File: config.mk
export PLATFORM = sky130hd
export DESIGN_NAME = tccu_top
export DESIGN_NICKNAME = d
export VERILOG_FILES = /design/src/pkg/tccu_pkg.sv /design/src/rtl/tccu_top.sv
export SDC_FILE = /design/constraint.sdc
export NUM_CORES = 1
export LEC_CHECK = 0
export ABC_AREA = 1
export BUFFER_PORTS_ARGS = -buffer_cell sky130_fd_sc_hd__buf_2
export CAP_MARGIN = 15
export CELL_PAD_IN_SITES_DETAIL_PLACEMENT = 1
export CELL_PAD_IN_SITES_GLOBAL_PLACEMENT = 1
export CORE_MARGIN = 2
export CORE_UTILIZATION = 46
export DETAILED_ROUTE_END_ITERATION = 10
export PLACE_DENSITY_LB_ADDON = 0.1
export SYNTH_ARGS = -nofsm -noshare
export SYNTH_HDL_FRONTEND = slang
export SYNTH_SLANG_ARGS = --single-unit
export TNS_END_PERCENT = 50
File: constraint.sdc
create_clock -name clk_sys -period 2.2 [get_ports clk_sys]
set_input_delay 0.22 -clock clk_sys [delete_from_list [all_inputs] [get_ports clk_sys]]
set_output_delay 0.22 -clock clk_sys [all_outputs]
set_load 0.01 [all_outputs]
File: src/pkg/tccu_pkg.sv
// constants for the timer capture/compare unit
// assumes a 16-bit module bus with byte address and two byte lanes
package tccu_pkg;
  // register byte offsets
  localparam logic [5:0] OFS_PORT = 6'h00;
  localparam logic [5:0] OFS_EDGE = 6'h02;
  localparam logic [5:0] OFS_MASK = 6'h04;
  localparam logic [5:0] OFS_FLAG = 6'h06;
  localparam logic [5:0] OFS_TIMER_COUNT = 6'h08;
  localparam logic [5:0] OFS_PRES = 6'h0A;
  localparam logic [5:0] OFS_C1MD = 6'h0C;
  localparam logic [5:0] OFS_FRC = 6'h0E;
  localparam logic [5:0] OFS_CAP0 = 6'h10;
  localparam logic [5:0] OFS_CMP0 = 6'h16;
  localparam logic [5:0] OFS_ACTL = 6'h20;
  localparam logic [5:0] OFS_OACT = 6'h22;
  // field positions and channel counts
  localparam int OVF_BIT = 7;
  localparam int CLKOUT_BIT = 6;
  localparam int ACC_PIN_BIT = 15;
  localparam int AUX_PIN_BIT = 14;
  localparam int OC1_PIN = 4;
  localparam int IC_N = 3;
  localparam int OC_N = 5;
  // reset values and the aux select code
  localparam logic [2:0] CAP_SEL_RST = 3'h1;
  localparam logic [2:0] PWM_SEL_RST = 3'h0;
  localparam logic [15:0] TIMER_COUNT_RST = 16'h0000;
  localparam logic [8:0] PRES_RST = 9'h000;
  localparam logic [2:0] SEL_AUX = 3'h7;
  // edge select encodings
  localparam logic [1:0] EDGE_RISE = 2'h1;
  localparam logic [1:0] EDGE_FALL = 2'h2;
  localparam logic [1:0] EDGE_BOTH = 2'h3;
  // compare pin action encodings
  localparam logic [1:0] ACT_TOGGLE = 2'h1;
  localparam logic [1:0] ACT_CLEAR = 2'h2;
  localparam logic [1:0] ACT_SET = 2'h3;
endpackage

File: src/rtl/tccu_top.sv
// timer capture/compare unit: prescaler, timer counter, captures,
// compares, compare-one, forced compares and port pin control
// assumes a 16-bit module bus on clk_sys and asynchronous pins
`timescale 1ns/100ps
module tccu_top
  import tccu_pkg::*;
(
  // clock and reset
  input wire logic clk_sys,
  input wire logic rst_b,
  // operating modes
  input wire logic freeze_mode,
  input wire logic test_mode,
  // module bus
  input wire logic bus_sel,
  input wire logic bus_wr,
  input wire logic [5:0] bus_addr,
  input wire logic [1:0] bus_be,
  input wire logic [15:0] bus_wdata,
  output logic [15:0] bus_rdata,
  output logic bus_ack,
  // timer port pins
  input wire logic [7:0] gp_in,
  output logic [7:0] gp_out,
  output logic [7:0] gp_oe,
  // input-only and output-only pins
  input wire logic accumulator_input_pin,
  input wire logic aux_clock_pin,
  output logic pwm_out_a,
  // taps for neighbouring units and interrupt request
  output logic pwm_clk_tick,
  output logic tmr_clk_tick,
  output logic div512_tick,
  output logic irq_req
);
  import tccu_pkg::*;

  // ---- synchronisers: s1 read only by s2
  logic [9:0] s1_q, s2_q, s3_q, filt_q, filt_d1_q;
  always_ff @(posedge clk_sys or negedge rst_b) begin
    if (!rst_b) begin
      s1_q <= 10'h000;
      s2_q <= 10'h000;
    end else begin
      s1_q <= {aux_clock_pin, accumulator_input_pin, gp_in};
      s2_q <= s1_q;
    end
  end

  // two equal samples needed, so a one-clock glitch never passes
  always_ff @(posedge clk_sys or negedge rst_b) begin
    if (!rst_b) begin
      s3_q <= 10'h000;
      filt_q <= 10'h000;
      filt_d1_q <= 10'h000;
    end else begin
      s3_q <= s2_q;
      filt_d1_q <= filt_q;
      for (int i = 0; i < 10; i++)
        if (s2_q[i] == s3_q[i]) filt_q[i] <= s2_q[i];
    end
  end
  logic aux_tick;
  assign aux_tick = filt_q[9] & ~filt_d1_q[9];

  // ---- bus decode
  logic wr, rd;
  assign wr = bus_sel & bus_wr;
  assign rd = bus_sel & ~bus_wr;
  logic frz_tst;
  assign frz_tst = freeze_mode | test_mode;

  function automatic logic [15:0] merge(input logic [15:0] o,
      input logic [15:0] n, input logic [1:0] be);
    merge = {be[1] ? n[15:8] : o[15:8], be[0] ? n[7:0] : o[7:0]};
  endfunction

  function automatic logic hit(input logic [5:0] a, input logic [5:0] o);
    hit = (a == o);
  endfunction

  // compare channel c drives this port bit; fifth shares bit 3
  function automatic logic [2:0] cpin(input int c);
    cpin = (c == OC_N - 1) ? 3'h3 : 3'(c + OC1_PIN);
  endfunction

  // tap select: codes 0..6 divide 2..128, 7 is aux clock
  function automatic logic tap(input logic [2:0] sel,
      input logic [8:0] t, input logic aux);
    tap = (sel == SEL_AUX) ? aux : t[sel];
  endfunction

  // ---- prescaler
  logic [8:0] pres_q;
  logic [8:0] taps;
  always_comb begin
    for (int k = 0; k < 9; k++)
      taps[k] = &(pres_q | ~((9'h002 << k) - 9'h001));
  end
  always_ff @(posedge clk_sys or negedge rst_b) begin
    if (!rst_b) pres_q <= PRES_RST;
    else if (wr && hit(bus_addr, OFS_PRES) && freeze_mode)
      pres_q <= 9'(merge({7'h00, pres_q}, bus_wdata, bus_be));
    else pres_q <= pres_q + 9'h001;
  end

  // ---- control registers
  logic [15:0] port_q; // direction high, data low
  logic [5:0] edge_q;
  logic [7:0] mask1_q;
  logic ovf_ie_q, clkout_q, pwmout_q;
  logic [2:0] cap_sel_q, pwm_sel_q;
  logic cap_sel_done_q;
  logic [7:0] c1mask_q, c1data_q;
  logic [9:0] oact_q;
  always_ff @(posedge clk_sys or negedge rst_b) begin
    if (!rst_b) begin
      port_q <= 16'h0000;
      edge_q <= 6'h00;
      mask1_q <= 8'h00;
      c1mask_q <= 8'h00;
      c1data_q <= 8'h00;
      oact_q <= 10'h000;
    end else if (wr) begin
      if (hit(bus_addr, OFS_PORT))
        port_q <= merge(port_q, bus_wdata, bus_be);
      if (hit(bus_addr, OFS_EDGE) && bus_be[0])
        edge_q <= bus_wdata[5:0];
      if (hit(bus_addr, OFS_MASK) && bus_be[1])
        mask1_q <= bus_wdata[15:8];
      if (hit(bus_addr, OFS_C1MD)) begin
        if (bus_be[1]) c1mask_q <= bus_wdata[15:8];
        if (bus_be[0]) c1data_q <= bus_wdata[7:0];
      end
      if (hit(bus_addr, OFS_OACT))
        oact_q <= 10'(merge({6'h00, oact_q}, bus_wdata, bus_be));
    end
  end

  // capture select locks after its first write, even one made in freeze/test; freeze/test can still rewrite it
  always_ff @(posedge clk_sys or negedge rst_b) begin
    if (!rst_b) begin
      ovf_ie_q <= 1'b0;
      clkout_q <= 1'b0;
      cap_sel_q <= CAP_SEL_RST;
      cap_sel_done_q <= 1'b0;
      pwmout_q <= 1'b0;
      pwm_sel_q <= PWM_SEL_RST;
    end else if (wr) begin
      if (hit(bus_addr, OFS_MASK) && bus_be[0]) begin
        ovf_ie_q <= bus_wdata[OVF_BIT];
        clkout_q <= bus_wdata[CLKOUT_BIT];
        if (!cap_sel_done_q || frz_tst) begin
          cap_sel_q <= bus_wdata[2:0];
          cap_sel_done_q <= 1'b1;
        end
      end
      if (hit(bus_addr, OFS_FRC) && bus_be[0]) begin
        pwmout_q <= bus_wdata[7];
        pwm_sel_q <= bus_wdata[2:0];
      end
    end
  end

  // ---- timer counter
  logic tmr_tick, pwm_tick, timer_count_new_q;
  logic [15:0] timer_count_q;
  logic timer_count_wr;
  assign tmr_tick = tap(cap_sel_q, taps, aux_tick);
  assign pwm_tick = tap(pwm_sel_q, taps, aux_tick);
  assign timer_count_wr = wr && hit(bus_addr, OFS_TIMER_COUNT) && frz_tst;
  always_ff @(posedge clk_sys or negedge rst_b) begin
    if (!rst_b) begin
      timer_count_q <= TIMER_COUNT_RST;
      timer_count_new_q <= 1'b0;
    end else begin
      timer_count_new_q <= tmr_tick & ~timer_count_wr;
      if (timer_count_wr) timer_count_q <= merge(timer_count_q, bus_wdata, bus_be);
      else if (tmr_tick) timer_count_q <= timer_count_q + 16'h0001;
    end
  end

  // ---- captures: count sampled before this edge's increment lands
  logic [IC_N-1:0] cap_evt;
  logic [15:0] cap_q [IC_N];
  always_comb begin
    for (int i = 0; i < IC_N; i++) begin
      logic rise, fall;
      rise = filt_q[i] & ~filt_d1_q[i];
      fall = ~filt_q[i] & filt_d1_q[i];
      cap_evt[i] = (edge_q[2*i] & rise) | (edge_q[2*i+1] & fall);
    end
  end
  always_ff @(posedge clk_sys or negedge rst_b) begin
    if (!rst_b) begin
      for (int i = 0; i < IC_N; i++) cap_q[i] <= 16'h0000;
    end else begin
      for (int i = 0; i < IC_N; i++)
        if (cap_evt[i]) cap_q[i] <= timer_count_q;
    end
  end

  // ---- compares: only tested on a fresh count and not while the register
  // is being written, so a rewrite in that cycle cannot raise a false match
  logic [15:0] cmp_q [OC_N];
  logic [OC_N-1:0] cmp_wr, match, force_p;
  always_comb begin
    for (int c = 0; c < OC_N; c++) begin
      cmp_wr[c] = wr && hit(bus_addr, 6'(OFS_CMP0 + 2*c));
      match[c] = timer_count_new_q && !cmp_wr[c] && timer_count_q == cmp_q[c];
      force_p[c] = wr && hit(bus_addr, OFS_FRC) && bus_be[1] &&
                   bus_wdata[8+c];
    end
  end
  always_ff @(posedge clk_sys or negedge rst_b) begin
    if (!rst_b) begin
      for (int c = 0; c < OC_N; c++) cmp_q[c] <= 16'hFFFF;
    end else begin
      for (int c = 0; c < OC_N; c++)
        if (cmp_wr[c]) cmp_q[c] <= merge(cmp_q[c], bus_wdata, bus_be);
    end
  end

  // ---- compare pin levels; compare-one applied last so it wins
  logic [7:0] lvl_q, owned;
  logic [OC_N-1:0] fire;
  assign fire = match | force_p;
  always_comb begin
    owned = c1mask_q;
    for (int c = 0; c < OC_N; c++)
      if (oact_q[2*c +: 2] != 2'h0) owned[cpin(c)] = 1'b1;
  end
  always_ff @(posedge clk_sys or negedge rst_b) begin
    if (!rst_b) lvl_q <= 8'h00;
    else begin
      for (int c = 0; c < OC_N; c++)
        if (fire[c])
          case (oact_q[2*c +: 2])
            ACT_TOGGLE: lvl_q[cpin(c)] <= ~lvl_q[cpin(c)];
            ACT_CLEAR: lvl_q[cpin(c)] <= 1'b0;
            ACT_SET: lvl_q[cpin(c)] <= 1'b1;
            default: ;
          endcase
      if (fire[0])
        for (int b = 0; b < 8; b++)
          if (c1mask_q[b]) lvl_q[b] <= c1data_q[b];
    end
  end

  // ---- flags: set wins over clear; clear needs a prior read
  logic [7:0] flag1_q, snap1_q;
  logic ovf_q, snapo_q;
  logic [7:0] set1, clr1;
  logic seto, clro, flag_wr;
  assign set1 = {match, cap_evt};
  assign seto = tmr_tick && !timer_count_wr && timer_count_q == 16'hFFFF;
  assign flag_wr = wr && hit(bus_addr, OFS_FLAG);
  assign clr1 = (flag_wr && bus_be[1]) ? ~bus_wdata[15:8] & snap1_q
                                       : 8'h00;
  assign clro = flag_wr && bus_be[0] && !bus_wdata[OVF_BIT] && snapo_q;
  always_ff @(posedge clk_sys or negedge rst_b) begin
    if (!rst_b) begin
      flag1_q <= 8'h00;
      ovf_q <= 1'b0;
    end else begin
      flag1_q <= (flag1_q & ~clr1) | set1;
      ovf_q <= (ovf_q & ~clro) | seto;
    end
  end
  // remember which flags software saw set at its last read
  always_ff @(posedge clk_sys or negedge rst_b) begin
    if (!rst_b) begin
      snap1_q <= 8'h00;
      snapo_q <= 1'b0;
    end else if (rd && hit(bus_addr, OFS_FLAG)) begin
      snap1_q <= flag1_q;
      snapo_q <= ovf_q;
    end else if (flag_wr) begin
      snap1_q <= snap1_q & ~clr1;
      snapo_q <= snapo_q & ~clro;
    end
  end

  // ---- read mux; no read has side effects on counters
  logic [15:0] rmux;
  always_comb begin
    rmux = 16'h0000;
    case (bus_addr)
      OFS_PORT: rmux = {port_q[15:8], s2_q[7:0]};
      OFS_EDGE: rmux = {10'h000, edge_q};
      OFS_MASK: rmux = {mask1_q, ovf_ie_q, clkout_q, 3'h0, cap_sel_q};
      OFS_FLAG: rmux = {flag1_q, ovf_q, 7'h00};
      OFS_TIMER_COUNT: rmux = timer_count_q;
      OFS_PRES: rmux = {7'h00, pres_q};
      OFS_C1MD: rmux = {c1mask_q, c1data_q};
      OFS_FRC: rmux = {8'h00, pwmout_q, 4'h0, pwm_sel_q};
      OFS_ACTL: rmux = {s2_q[8], s2_q[9], 14'h0000};
      OFS_OACT: rmux = {6'h00, oact_q};
      default: begin
        for (int i = 0; i < IC_N; i++)
          if (hit(bus_addr, 6'(OFS_CAP0 + 2*i))) rmux = cap_q[i];
        for (int c = 0; c < OC_N; c++)
          if (hit(bus_addr, 6'(OFS_CMP0 + 2*c))) rmux = cmp_q[c];
      end
    endcase
  end

  // ---- registered outputs
  always_ff @(posedge clk_sys or negedge rst_b) begin
    if (!rst_b) begin
      bus_rdata <= 16'h0000;
      bus_ack <= 1'b0;
    end else begin
      bus_ack <= bus_sel;
      bus_rdata <= rd ? rmux : 16'h0000;
    end
  end

  // compare-owned pins show their level; others the latched data; clkout_q puts the timer tick on OC1_PIN
  always_ff @(posedge clk_sys or negedge rst_b) begin
    if (!rst_b) begin
      gp_out <= 8'h00;
      gp_oe <= 8'h00;
    end else begin
      gp_oe <= port_q[15:8];
      for (int b = 0; b < 8; b++)
        gp_out[b] <= owned[b] ? lvl_q[b] : port_q[b];
      if (clkout_q) gp_out[OC1_PIN] <= tmr_tick;
    end
  end

  // pwm waveform logic lives elsewhere; this pin only carries the tick
  always_ff @(posedge clk_sys or negedge rst_b) begin
    if (!rst_b) begin
      pwm_out_a <= 1'b0;
      pwm_clk_tick <= 1'b0;
      tmr_clk_tick <= 1'b0;
      div512_tick <= 1'b0;
      irq_req <= 1'b0;
    end else begin
      pwm_out_a <= pwmout_q & pwm_tick;
      pwm_clk_tick <= pwm_tick;
      tmr_clk_tick <= tmr_tick;
      div512_tick <= taps[8];
      irq_req <= |(flag1_q & mask1_q) | (ovf_q & ovf_ie_q);
    end
  end

  // ---- checks
  chk_pres_step: assert property (@(posedge clk_sys)
    disable iff (!rst_b) !(wr && hit(bus_addr, OFS_PRES) && freeze_mode)
    |=> pres_q == $past(pres_q) + 9'h001) else $error("prescaler skip");
  chk_cap_sel_lock: assert property (@(posedge clk_sys)
    disable iff (!rst_b) cap_sel_done_q && !frz_tst |=>
    $stable(cap_sel_q)) else $error("capture select rewritten");
  chk_timer_count_advance: assert property (@(posedge clk_sys)
    disable iff (!rst_b) tmr_tick && !timer_count_wr |=>
    timer_count_q == $past(timer_count_q) + 16'h0001) else $error("timer stuck");
  chk_ovf_set: assert property (@(posedge clk_sys) disable iff (!rst_b)
    seto |=> ovf_q && timer_count_q == 16'h0000) else $error("no overflow");
  chk_cap_latch: assert property (@(posedge clk_sys)
    disable iff (!rst_b) cap_evt[0] |=> cap_q[0] == $past(timer_count_q) &&
    flag1_q[0]) else $error("capture missed");
  chk_irq_level: assert property (@(posedge clk_sys)
    disable iff (!rst_b) |(flag1_q & mask1_q) |=> irq_req) else $error("irq");
  chk_flag_keep: assert property (@(posedge clk_sys)
    disable iff (!rst_b) set1[3] |=> flag1_q[3]) else $error("flag lost");
  chk_force_read: assert property (@(posedge clk_sys)
    disable iff (!rst_b) rd && bus_addr == OFS_FRC |=>
    bus_rdata[15:8] == 8'h00) else $error("force bits read");
  chk_clk_out: assert property (@(posedge clk_sys) disable iff (!rst_b)
    clkout_q && tmr_tick ##1 clkout_q |-> gp_out[OC1_PIN] ##1
    !gp_out[OC1_PIN] || tmr_clk_tick) else $error("clock out");
endmodule

After elaboration in Yosys (flattened, before gate mapping)

Index checks and enable logic that the tools add are counted.

Flip-flop bits (word level): 334
Bits of input ports: 40
Output and inout bits: 38
Word-level logic and storage cells: 320

Add/subtract/negate cells: 2
$lt $le $gt $ge: 2
Equality and inequality tests: 54
Mux-type cells: 60
Bitwise logic cells: 49
Reduce and logical (&&, ||, !) cells: 90

Operator list:

| kind                    | count |
|---|---|
| $mux W16                | 11 |
| $pmux W16 S10           | 1 |
| $eq A16 B16 Y1          | 5 |
| $eq A6 B5 Y1 const B    | 8 |
| $mux W8                 | 6 |
| $reduce_and A2 Y1       | 20 |
| $logic_and A1 B1 Y1     | 38 |
| $mux W1                 | 34 |
| $and A8 B8 Y8           | 4 |
| $eq A6 B4 Y1 const B    | 4 |
| $reduce_and A3 Y1       | 8 |
| $and A1 B1 Y1           | 20 |
| $eq A2 B2 Y1 const B    | 10 |
| $add A16 B1 Y16 const B | 1 |
| $eq A16 B16 Y1 const B  | 1 |
| $not A8 Y8              | 2 |
| $not A1 Y1              | 15 |
| $pmux W1 S3             | 5 |
| $reduce_bool A2 Y1      | 7 |
| $eq A6 B3 Y1 const B    | 2 |
| $eq A6 B6 Y1 const B    | 2 |
| $eq A1 B1 Y1            | 10 |
| $eq A2 B1 Y1 const B    | 5 |
| $lt A3 B5 Y1 const B    | 2 |
| 19 further kinds        | 36 |

Depth between registers and ports, before layout

Gate-level depths: netlist of the first run.

Depth in word-level cells: 11
Mapped depth: 14
Mapped depth without buffers: 13

Least setup slack after synthesis of the first run

No wires, ideal clock.

Path type: register to register
From: reg pres_q[0]
To: reg timer_count_q[6]
Setup time: 131 ps
Data arrival time: 1727 ps
Required time: 2069 ps
Path slack: 342 ps
Stages on the path, launching flop included: 14
Path buffers: 1
Period minus slack after synthesis: 1858 ps
Cell sequence: dfrtp_1 ha_1 nand3_2 inv_1 ha_1 a21oi_1 o21ai_1 nand3_1 nand2_2 nand2_4 nand2_2 buf_4 nand2_1 o21ai_1

Cells in the longest elaborated chain, start to end: 6
Elaborated cells on any way between the ends: 12
Those cells by class: mux: 3; reduce/logical: 9

Ends and longest elaborated chain:

| what                                      | line            | text |
|---|---|---|
| from (decl)                               | tccu_top.sv:94  | `logic [8:0] pres_q;` |
| from (signal assigned)                    | tccu_top.sv:103 | `pres_q <= 9'(merge({7'h00, pres_q}, bus_wdata, bus_be));` |
| from (signal assigned)                    | tccu_top.sv:104 | `else pres_q <= pres_q + 9'h001;` |
| $reduce_and A8 Y1 (tied with other cells) | tccu_top.sv:98  | `taps[k] = &(pres_q \| ~((9'h002 << k) - 9'h001));` |
| $bmux W1 S3 *                             | tccu_top.sv:90  | `tap = (sel == SEL_AUX) ? aux : t[sel];` |
| $mux W1 (not written as such) *           | tccu_top.sv:90  |  |
| $mux W1 *                                 | tccu_top.sv:90  |  |
| net tmr_tick                              | tccu_top.sv:166 | `logic tmr_tick, pwm_tick, timer_count_new_q;` |
| $reduce_bool A2 Y1 (no source line) *     | --              |  |
| $reduce_and A2 Y1 (no source line) *      | --              |  |
| to (signal assigned)                      | tccu_top.sv:178 | `if (timer_count_wr) timer_count_q <= merge(timer_count_q, bus_wdata, bus_be);` |
| to (signal assigned)                      | tccu_top.sv:179 | `else if (tmr_tick) timer_count_q <= timer_count_q + 16'h0001;` |
| to (decl)                                 | tccu_top.sv:167 | `logic [15:0] timer_count_q;` |

The timed path passes the listed nets; every way through them passes the cells marked *. The select of a mux whose other input is x is not followed.
A chain may end at the register's enable or synchronous reset.

Worst setup path in the final report of the first run

From: reg timer_count_q[13]
To: reg lvl_q[3]

Cells in the longest elaborated chain, start to end: 6
Elaborated cells on any way between the ends: 8
Those cells by class: eq/ne: 2; mux: 3; bitwise: 1; reduce/logical: 2

Ends and longest elaborated chain:

| what                            | line            | text |
|---|---|---|
| $eq A16 B16 Y1                  | tccu_top.sv:210 | `match[c] = timer_count_new_q && !cmp_wr[c] && timer_count_q == cmp_q[c];` |
| $logic_and A1 B1 Y1             | tccu_top.sv:210 |  |
| $or A5 B5 Y5 *                  | tccu_top.sv:227 | `assign fire = match \| force_p;` |
| $mux W1                         | tccu_top.sv:237 | `if (fire[c])` |
| $mux W1                         | tccu_top.sv:246 | `if (c1mask_q[b]) lvl_q[b] <= c1data_q[b];` |
| $mux W8 *                       | tccu_top.sv:244 | `if (fire[0])` |
| to (signal, indexed assignment) | tccu_top.sv:239 | `ACT_TOGGLE: lvl_q[cpin(c)] <= ~lvl_q[cpin(c)];` |
| to (signal, indexed assignment) | tccu_top.sv:246 |  |
| to (decl)                       | tccu_top.sv:225 | `logic [7:0] lvl_q, owned;` |

Mark *: on every way between the ends. The rest lies on a longest branch, timed or not.

==> metrics.txt, run 1 <==
run status finished, final reports clean; Remaining DRCs 0; antenna fix cells 0; register area share after synthesis between 40 and 50%; Post-synth EDFFs 0; CP arrival roughly 2600 ps; max capacitance violation total 0; DRT Pass-1 Iters 5; full die area between 0.03 and 0.04 mm²; CTS tree built; Initial Util a little under half; IO Port Bufs 77; hpwl dp around 47000 µm; Sw Ratio 33.96%; die width between 150 and 200 µm; grt ovf 0; largest net degree at the start of global routing 70; P per Cell Area approximately 970 mW/mm²; Distinct cells, synth 52; delay-heaviest family, CP simple AND/OR/NAND/NOR gates; post-synthesis instance total 2092; ys async rst share 100.0%; Setup crit end kind flop; Post-DP Area between 0.015 and 0.02 mm²; CTS Root Cell clkbuf_16; row cnt about 70; Power, Total 18.56 mW; clock share of power a little over a third; Detailed Route WL between 60000 and 70000 µm; power share of the combinational group 24.4%; Via-to-Cell Ratio between 5 and 6; crit-path cells clkinv_1, buf_4, nand2_1, nand2_1, nor2_1, nand2_1, nor2_1, nand3_1, nand2_1, a21oi_1, nor2_1, nor2_1; Synth Area per Inst slightly below 8 µm²; Internal Power 12.26 mW; Core Box Area 0.03446 mm²; synthesized net count 2137; slowest CP cell dfrtp_1; CP max FO 6; H-tree level count 2; Post-Synthesis Cell Area approximately 0.016 mm²; final hold vios 0; worst slew pin tran 703.0 ps; # Post-CTS Setup Buffers 0; Max Slew Vio Count 0; worst path required time between 2000 and 3000 ps; CTS Buf Count 38; top_reg_cell synth dfrtp_1; Slew HR around 53%; global-route wire length before repair just under 100000 µm; part of the power in registers between 30% and 40%; cell area after layout 0.01908 mm²; leakage power between 9 and 10 nW; post-DR wirelength/cell 22.99 µm; Die Y-Extent ~190 µm; IO Count 78; crit start category flop; post-route ant nets 0; clock sinks 316; clock transition at the registers of the reported paths roughly 60 ps; worst hold margin 33.36 ps; RSZ-0062 raised after global routing yes; Setup CP Type flop to flop; Final setup viols 0; Synthesis Warnings 0; CTS Buffer Depth 3; Synth Register Bits roughly 320; fmax 473.2 MHz; share of post-route cells with drive strength above 1 17.42%; GRT Total Usage 35.37%; detailed-route via count approximately 16000; Max IR drop VDD roughly 0.00062 V; fin crit share between 90 and 100%; Net Switching 6.303 mW; HP Class input port to flop; WP buf/inv 2; Clock Latency Late Sink about 550 ps; antenna violations before repair 0; gpl congestion 1.020; Area Overhead vs Synth 18.64%; fin nets 2300; Worst Skew 19.81 ps; initial drt markers 1097; max incr delay on CP between 400 and 500 ps; vias in the first global route approximately 17000; setup TNS 0 ps; min Tclk post-route 2113 ps
-- cell families after synthesis --
logic type	count (synthesis)	share of synthesized area, %
AND/OR/NAND/NOR	1059	27.62
AO/OA/AOI/OAI	402	13.50
flip-flops	316	49.79
buffers and inverters	283	7.141
XOR/XNOR	19	1.035
adder cells (fa/ha/maj)	9	0.6379
multiplexers	4	0.2723
-- worst register-to-register path, stage by stage (launching register included) --
cell and delay (ps):
dfrtp_1 460, clkinv_1 290, buf_4 250, nand2_1 100, nand2_1 60, nor2_1 100, nand2_1 60, nor2_1 110
nand3_1 180, nand2_1 150, a21oi_1 70, nor2_1 110, nor2_1 60
-- state kept, by name, summed over array words and instances (netlist names), 3 cells and up --
signal         count
gp_out             8
oact_q            10
s2_q              10
cmp_q             80
pres_q             9
s1_q              10
snap1_q            8
port_q            16
filt_d1_q          4
flag1_q            8
c1data_q           8
s3_q               4
cap_q             48
c1mask_q           8
filt_q             4
edge_q             6
cap_sel_q          3
timer_count_q     16
mask1_q            8
bus_rdata         16
lvl_q              8
pwm_sel_q          3
gp_oe              8
-- final timing paths --
| path | start | end | slack [ps] | cells past startpoint |
|---|---|---|---|---|
| max | timer_count_q[13]$_DFFE_PN0P_ | lvl_q[3]$_DFF_PN0_ | 90 | 12 |
| min | bus_wdata[9] | cmp_q[41]$_DFFE_PN1P_ | 30 | 3 |
| max reg2reg | timer_count_q[13]$_DFFE_PN0P_ | lvl_q[3]$_DFF_PN0_ | 90 | 12 |
| min reg2reg | s1_q[1]$_DFF_PN0_ | s2_q[1]$_DFF_PN0_ | 350 | 0 |
| max in group asynchronous | rst_b | cmp_q[13]$_DFFE_PN1P_ | 1270 | 3 |
| min in group asynchronous | rst_b | cap_q[20]$_DFFE_PN0P_ | 190 | 2 |
-- routing by layer --
layer	global-route usage, %	vias to the layer above	wire length [µm]
met4	15.35	0	2837
met5	0	-	0
met1	45.78	7872	26480
li1	-	7043	-
met3	5.710	151	3913
met2	58.65	516	29770
-- Yosys cell counts (all sizes together) (19+ instances only) --
cell type	n	area (µm²)
nand3	77	440.4
dfrtp	235	5881
nand4	19	118.9
a21oi	65	332.8
clkbuf	33	125.1
buf	36	220.2
nand2	739	2829
o21ai	257	1286
nor2	201	894.6
o22ai	50	312.8
inv	207	777.0
dfstp	81	2128
-- power groups by stage --
| stage | Combinational (mW) | Sequential (mW) | Clock (mW) |
|---|---|---|---|
| after global placement | 4.19 | 7.35 | 0 |
| after floorplan | 2.59 | 7.15 | 0 |
| after detailed placement | 4.33 | 7.40 | 0 |
| final | 4.53 | 7.35 | 6.68 |
| after global routing | 4.98 | 7.43 | 6.98 |
| after CTS | 4.41 | 7.32 | 6.74 |
-- layout make-up --
class,instances,area [µm²]
clock buffers,59,1184
clock inverters,11,136.4
fillers,4367,15380
inverters,214,803.3
multi-input cells,1493,6987
flip-flops and latches,316,8009
well taps,455,569.3
repair buffers,192,1394
-- placed cells by master, fill, tap and decap left out, types with 19 or more instances in the layout --
cell type    n
nand4_1     19
clkbuf_16   41
nand3_1     69
o22ai_1     50
dfrtp_1    235
inv_1      190
a21oi_1     63
nor2_1     178
nand2_1    725
buf_2       76
dfstp_2     81
buf_4       93
o21ai_0    236
-- metrics by stage --
step	setup WS (ps)	utilization (%)	instances
after floorplan	342.3	-	2092
after global placement	-56.67	51.01	2656
after detailed placement	-20.52	51.01	2656
after CTS	27.92	55.26	2740
after global routing	-2.350	55.38	2740
final	86.76	55.38	2740
-- what timing repair did --
item	4_1_cts	5_1_grt
endpoints found under the setup margin	10	17
gates resized for setup	2	7
hold endpoints to repair	81	0
gates cloned	0	0
hold buffers	14	0
Note: power is estimated with default switching activity, not from simulation.
==> run 2: changes to the inputs <==
PLACE_DENSITY = 0.83   (was default)
PLACE_DENSITY_LB_ADDON = default   (was 0.1)
==> run 2 against run 1 <==
Against the previous run:
- critical endpoint is now lvl_q[6]$_DFF_PN0_
- critical path type unchanged
- first-iteration DRC count is 37% higher
- design area is 0.20% lower
- worst hold slack better by 5.2 ps
==> metrics.txt, run 2 (same netlist as run 1, synthesis figures left out) <==
run status finished, final reports clean; antenna violations before repair 1; max capacitance violation total 0; HP Class input port to flop; final hold vios 0; gpl congestion slightly below 1; detailed-route via count roughly 16000; most frequent cells in the layout nand2_1 (725), o21ai_0 (237), dfrtp_1 (234); register area between 0.008 and 0.009 mm²; vias in the first global route 16760; Slew HR around three fifths; max reg flops 80; hpwl dp roughly 48000 µm; RSZ-0062 raised after global routing no; Detailed Route WL ~64000 µm; setup TNS 0 ps; Regs by FF count cmp_q: 80 flops, cap_q: 48 flops; Worst Skew 18.31 ps; # Post-CTS Setup Buffers 0; clock transition at the registers of the reported paths ~60 ps; Filler cells about 4300; clock sinks roughly 320; most common cell after layout, fill and taps aside nand2_1; crit path from timer_count_q[4]$_DFFE_PN0P_; row cnt 68; leakage power 9.486 nW; R2R depth 10; Clock Latency Late Sink roughly 540 ps; Via-to-Cell Ratio 5.772; DRT Pass-1 Iters 5; largest net degree at the start of global routing 62; worst path required time approximately 2600 ps; footprint of the multi-input gates around 0.0070 mm²; fin cells ~2700; RR Startpoint timer_count_q[4]$_DFFE_PN0P_; Initial Util a little under half; full die area 0.03648 mm²; Setup CP Type flop to flop; worst slew pin tran between 600 and 700 ps; Die Y-Extent ~190 µm; IO Port Bufs between 70 and 80; global-route wire length before repair roughly 100000 µm; post-DR wirelength/cell approximately 23 µm; fin crit share between 90% and 100%; die width between 150 and 200 µm; H-tree level count 2; worst hold margin 38.52 ps; share of post-route cells with drive strength above 1 between 10% and 20%; grt ovf 0; FF-to-FF setup slack between 70 and 80 ps; min Tclk post-route ~2100 ps; IO Count between 70 and 80; CTS Buffer Depth 3; antenna fix cells 0; initial drt markers around 1500; RR Endpoint lvl_q[6]$_DFF_PN0_; Area Overhead vs Synth 18.40%; fin nets roughly 2300; GRT Total Usage a little over a third; Max Slew Vio Count 0; CP max FO 5; CP arrival about 2600 ps; CTS Buf Count 36; fmax 471.2 MHz; Power, Total around 18 mW; P per Cell Area between 900 and 1000 mW/mm²; Max IR drop VDD ~0.00062 V; Top reg by flops cmp_q; Core Box Area roughly 0.034 mm²; Setup crit end kind flop; crit path capture lvl_q[6]$_DFF_PN0_; Remaining DRCs 0; CTS tree built; Inst Count DP ~2700; post-route ant nets 0; CTS Root Cell clkbuf_16; crit start category flop; Final setup viols 0
## run 2: cell count changes in the layout (fill, tap and decap cells not counted), moves of 2 or more
cell,previous run,this run
clkbuf_8,9,6
clkbuf_16,41,37
nand2_8,2,0
inv_6,0,2
buf_4,93,103
## run 2: per-stage QoR
step / setup slack [ps] / instance area, µm² / util (%)
finish: 77.80 / 19040 / 55.27
global route: 32.53 / 19040 / 55.27
CTS: 59.59 / 19030 / 55.23
detailed placement: 48.99 / 17670 / 51.28
global placement: 170.1 / 17670 / 51.28
floorplan: 342.3 / 16080 / -
## run 2: area by class of cell
cell class / instances / area share (%)
Tap cell: 455 / 2.989
Sequential cell: 316 / 42.06
Clock inverter: 13 / 0.9396
Multi-Input combinational cell: 1493 / 36.50
Inverter: 214 / 4.218
Timing Repair Buffer: 203 / 7.819
Clock buffer: 52 / 5.473
## run 2: worst max-delay path: stages (launching register included)
cell and delay [ps]:
dfrtp_1 480, clkinv_1 240, buf_4 230, nand2_1 120
nand4_1 110, nor2_1 190, nand3_1 240, nand2_1 160
a21oi_1 70, nor2_1 120, nor2_1 50
## run 2: timing repair
| action | in CTS | in global routing |
|---|---|---|
| hold buffers | 14 | 0 |
| endpoints found under the setup margin | 0 | 9 |
| endpoints found under the hold margin | 37 | 0 |
| resized for setup | 0 | 3 |
## run 2: how the worst min path moves through the flow
stage / end / cells past startpoint / startpoint
3_5_place_dp: cap_q[18]$_DFFE_PN0P_ / 1 / rst_b
6_report: cmp_q[41]$_DFFE_PN1P_ / 3 / bus_wdata[9]
5_1_grt: cmp_q[46]$_DFFE_PN1P_ / 3 / bus_wdata[14]
4_1_cts: cmp_q[46]$_DFFE_PN1P_ / 3 / bus_wdata[14]
3_3_place_gp: cap_q[18]$_DFFE_PN0P_ / 1 / rst_b
2_1_floorplan: bus_ack$_DFF_PN0_ / 0 / rst_b
## run 2: routing by layer
metal / up-vias / global-route usage (%) / wire length [µm]
li1: 7057 / - / -
met1: 7903 / 46.85 / 26350
met2: 684 / 58.86 / 30180
met3: 206 / 5.140 / 4456
met4: 0 / 17.80 / 3374
met5: - / 0 / 0
## run 2: where the power goes
group | leakage, nW | total (mW) | internal (mW) | switching, mW
sequential | 3.93 | 7.37 | 6.70 | 0.676
clock | 0.599 | 6.33 | 3.78 | 2.55
combinational | 4.96 | 4.57 | 1.54 | 3.04
total | 9.49 | 18.3 | 12.0 | 6.26
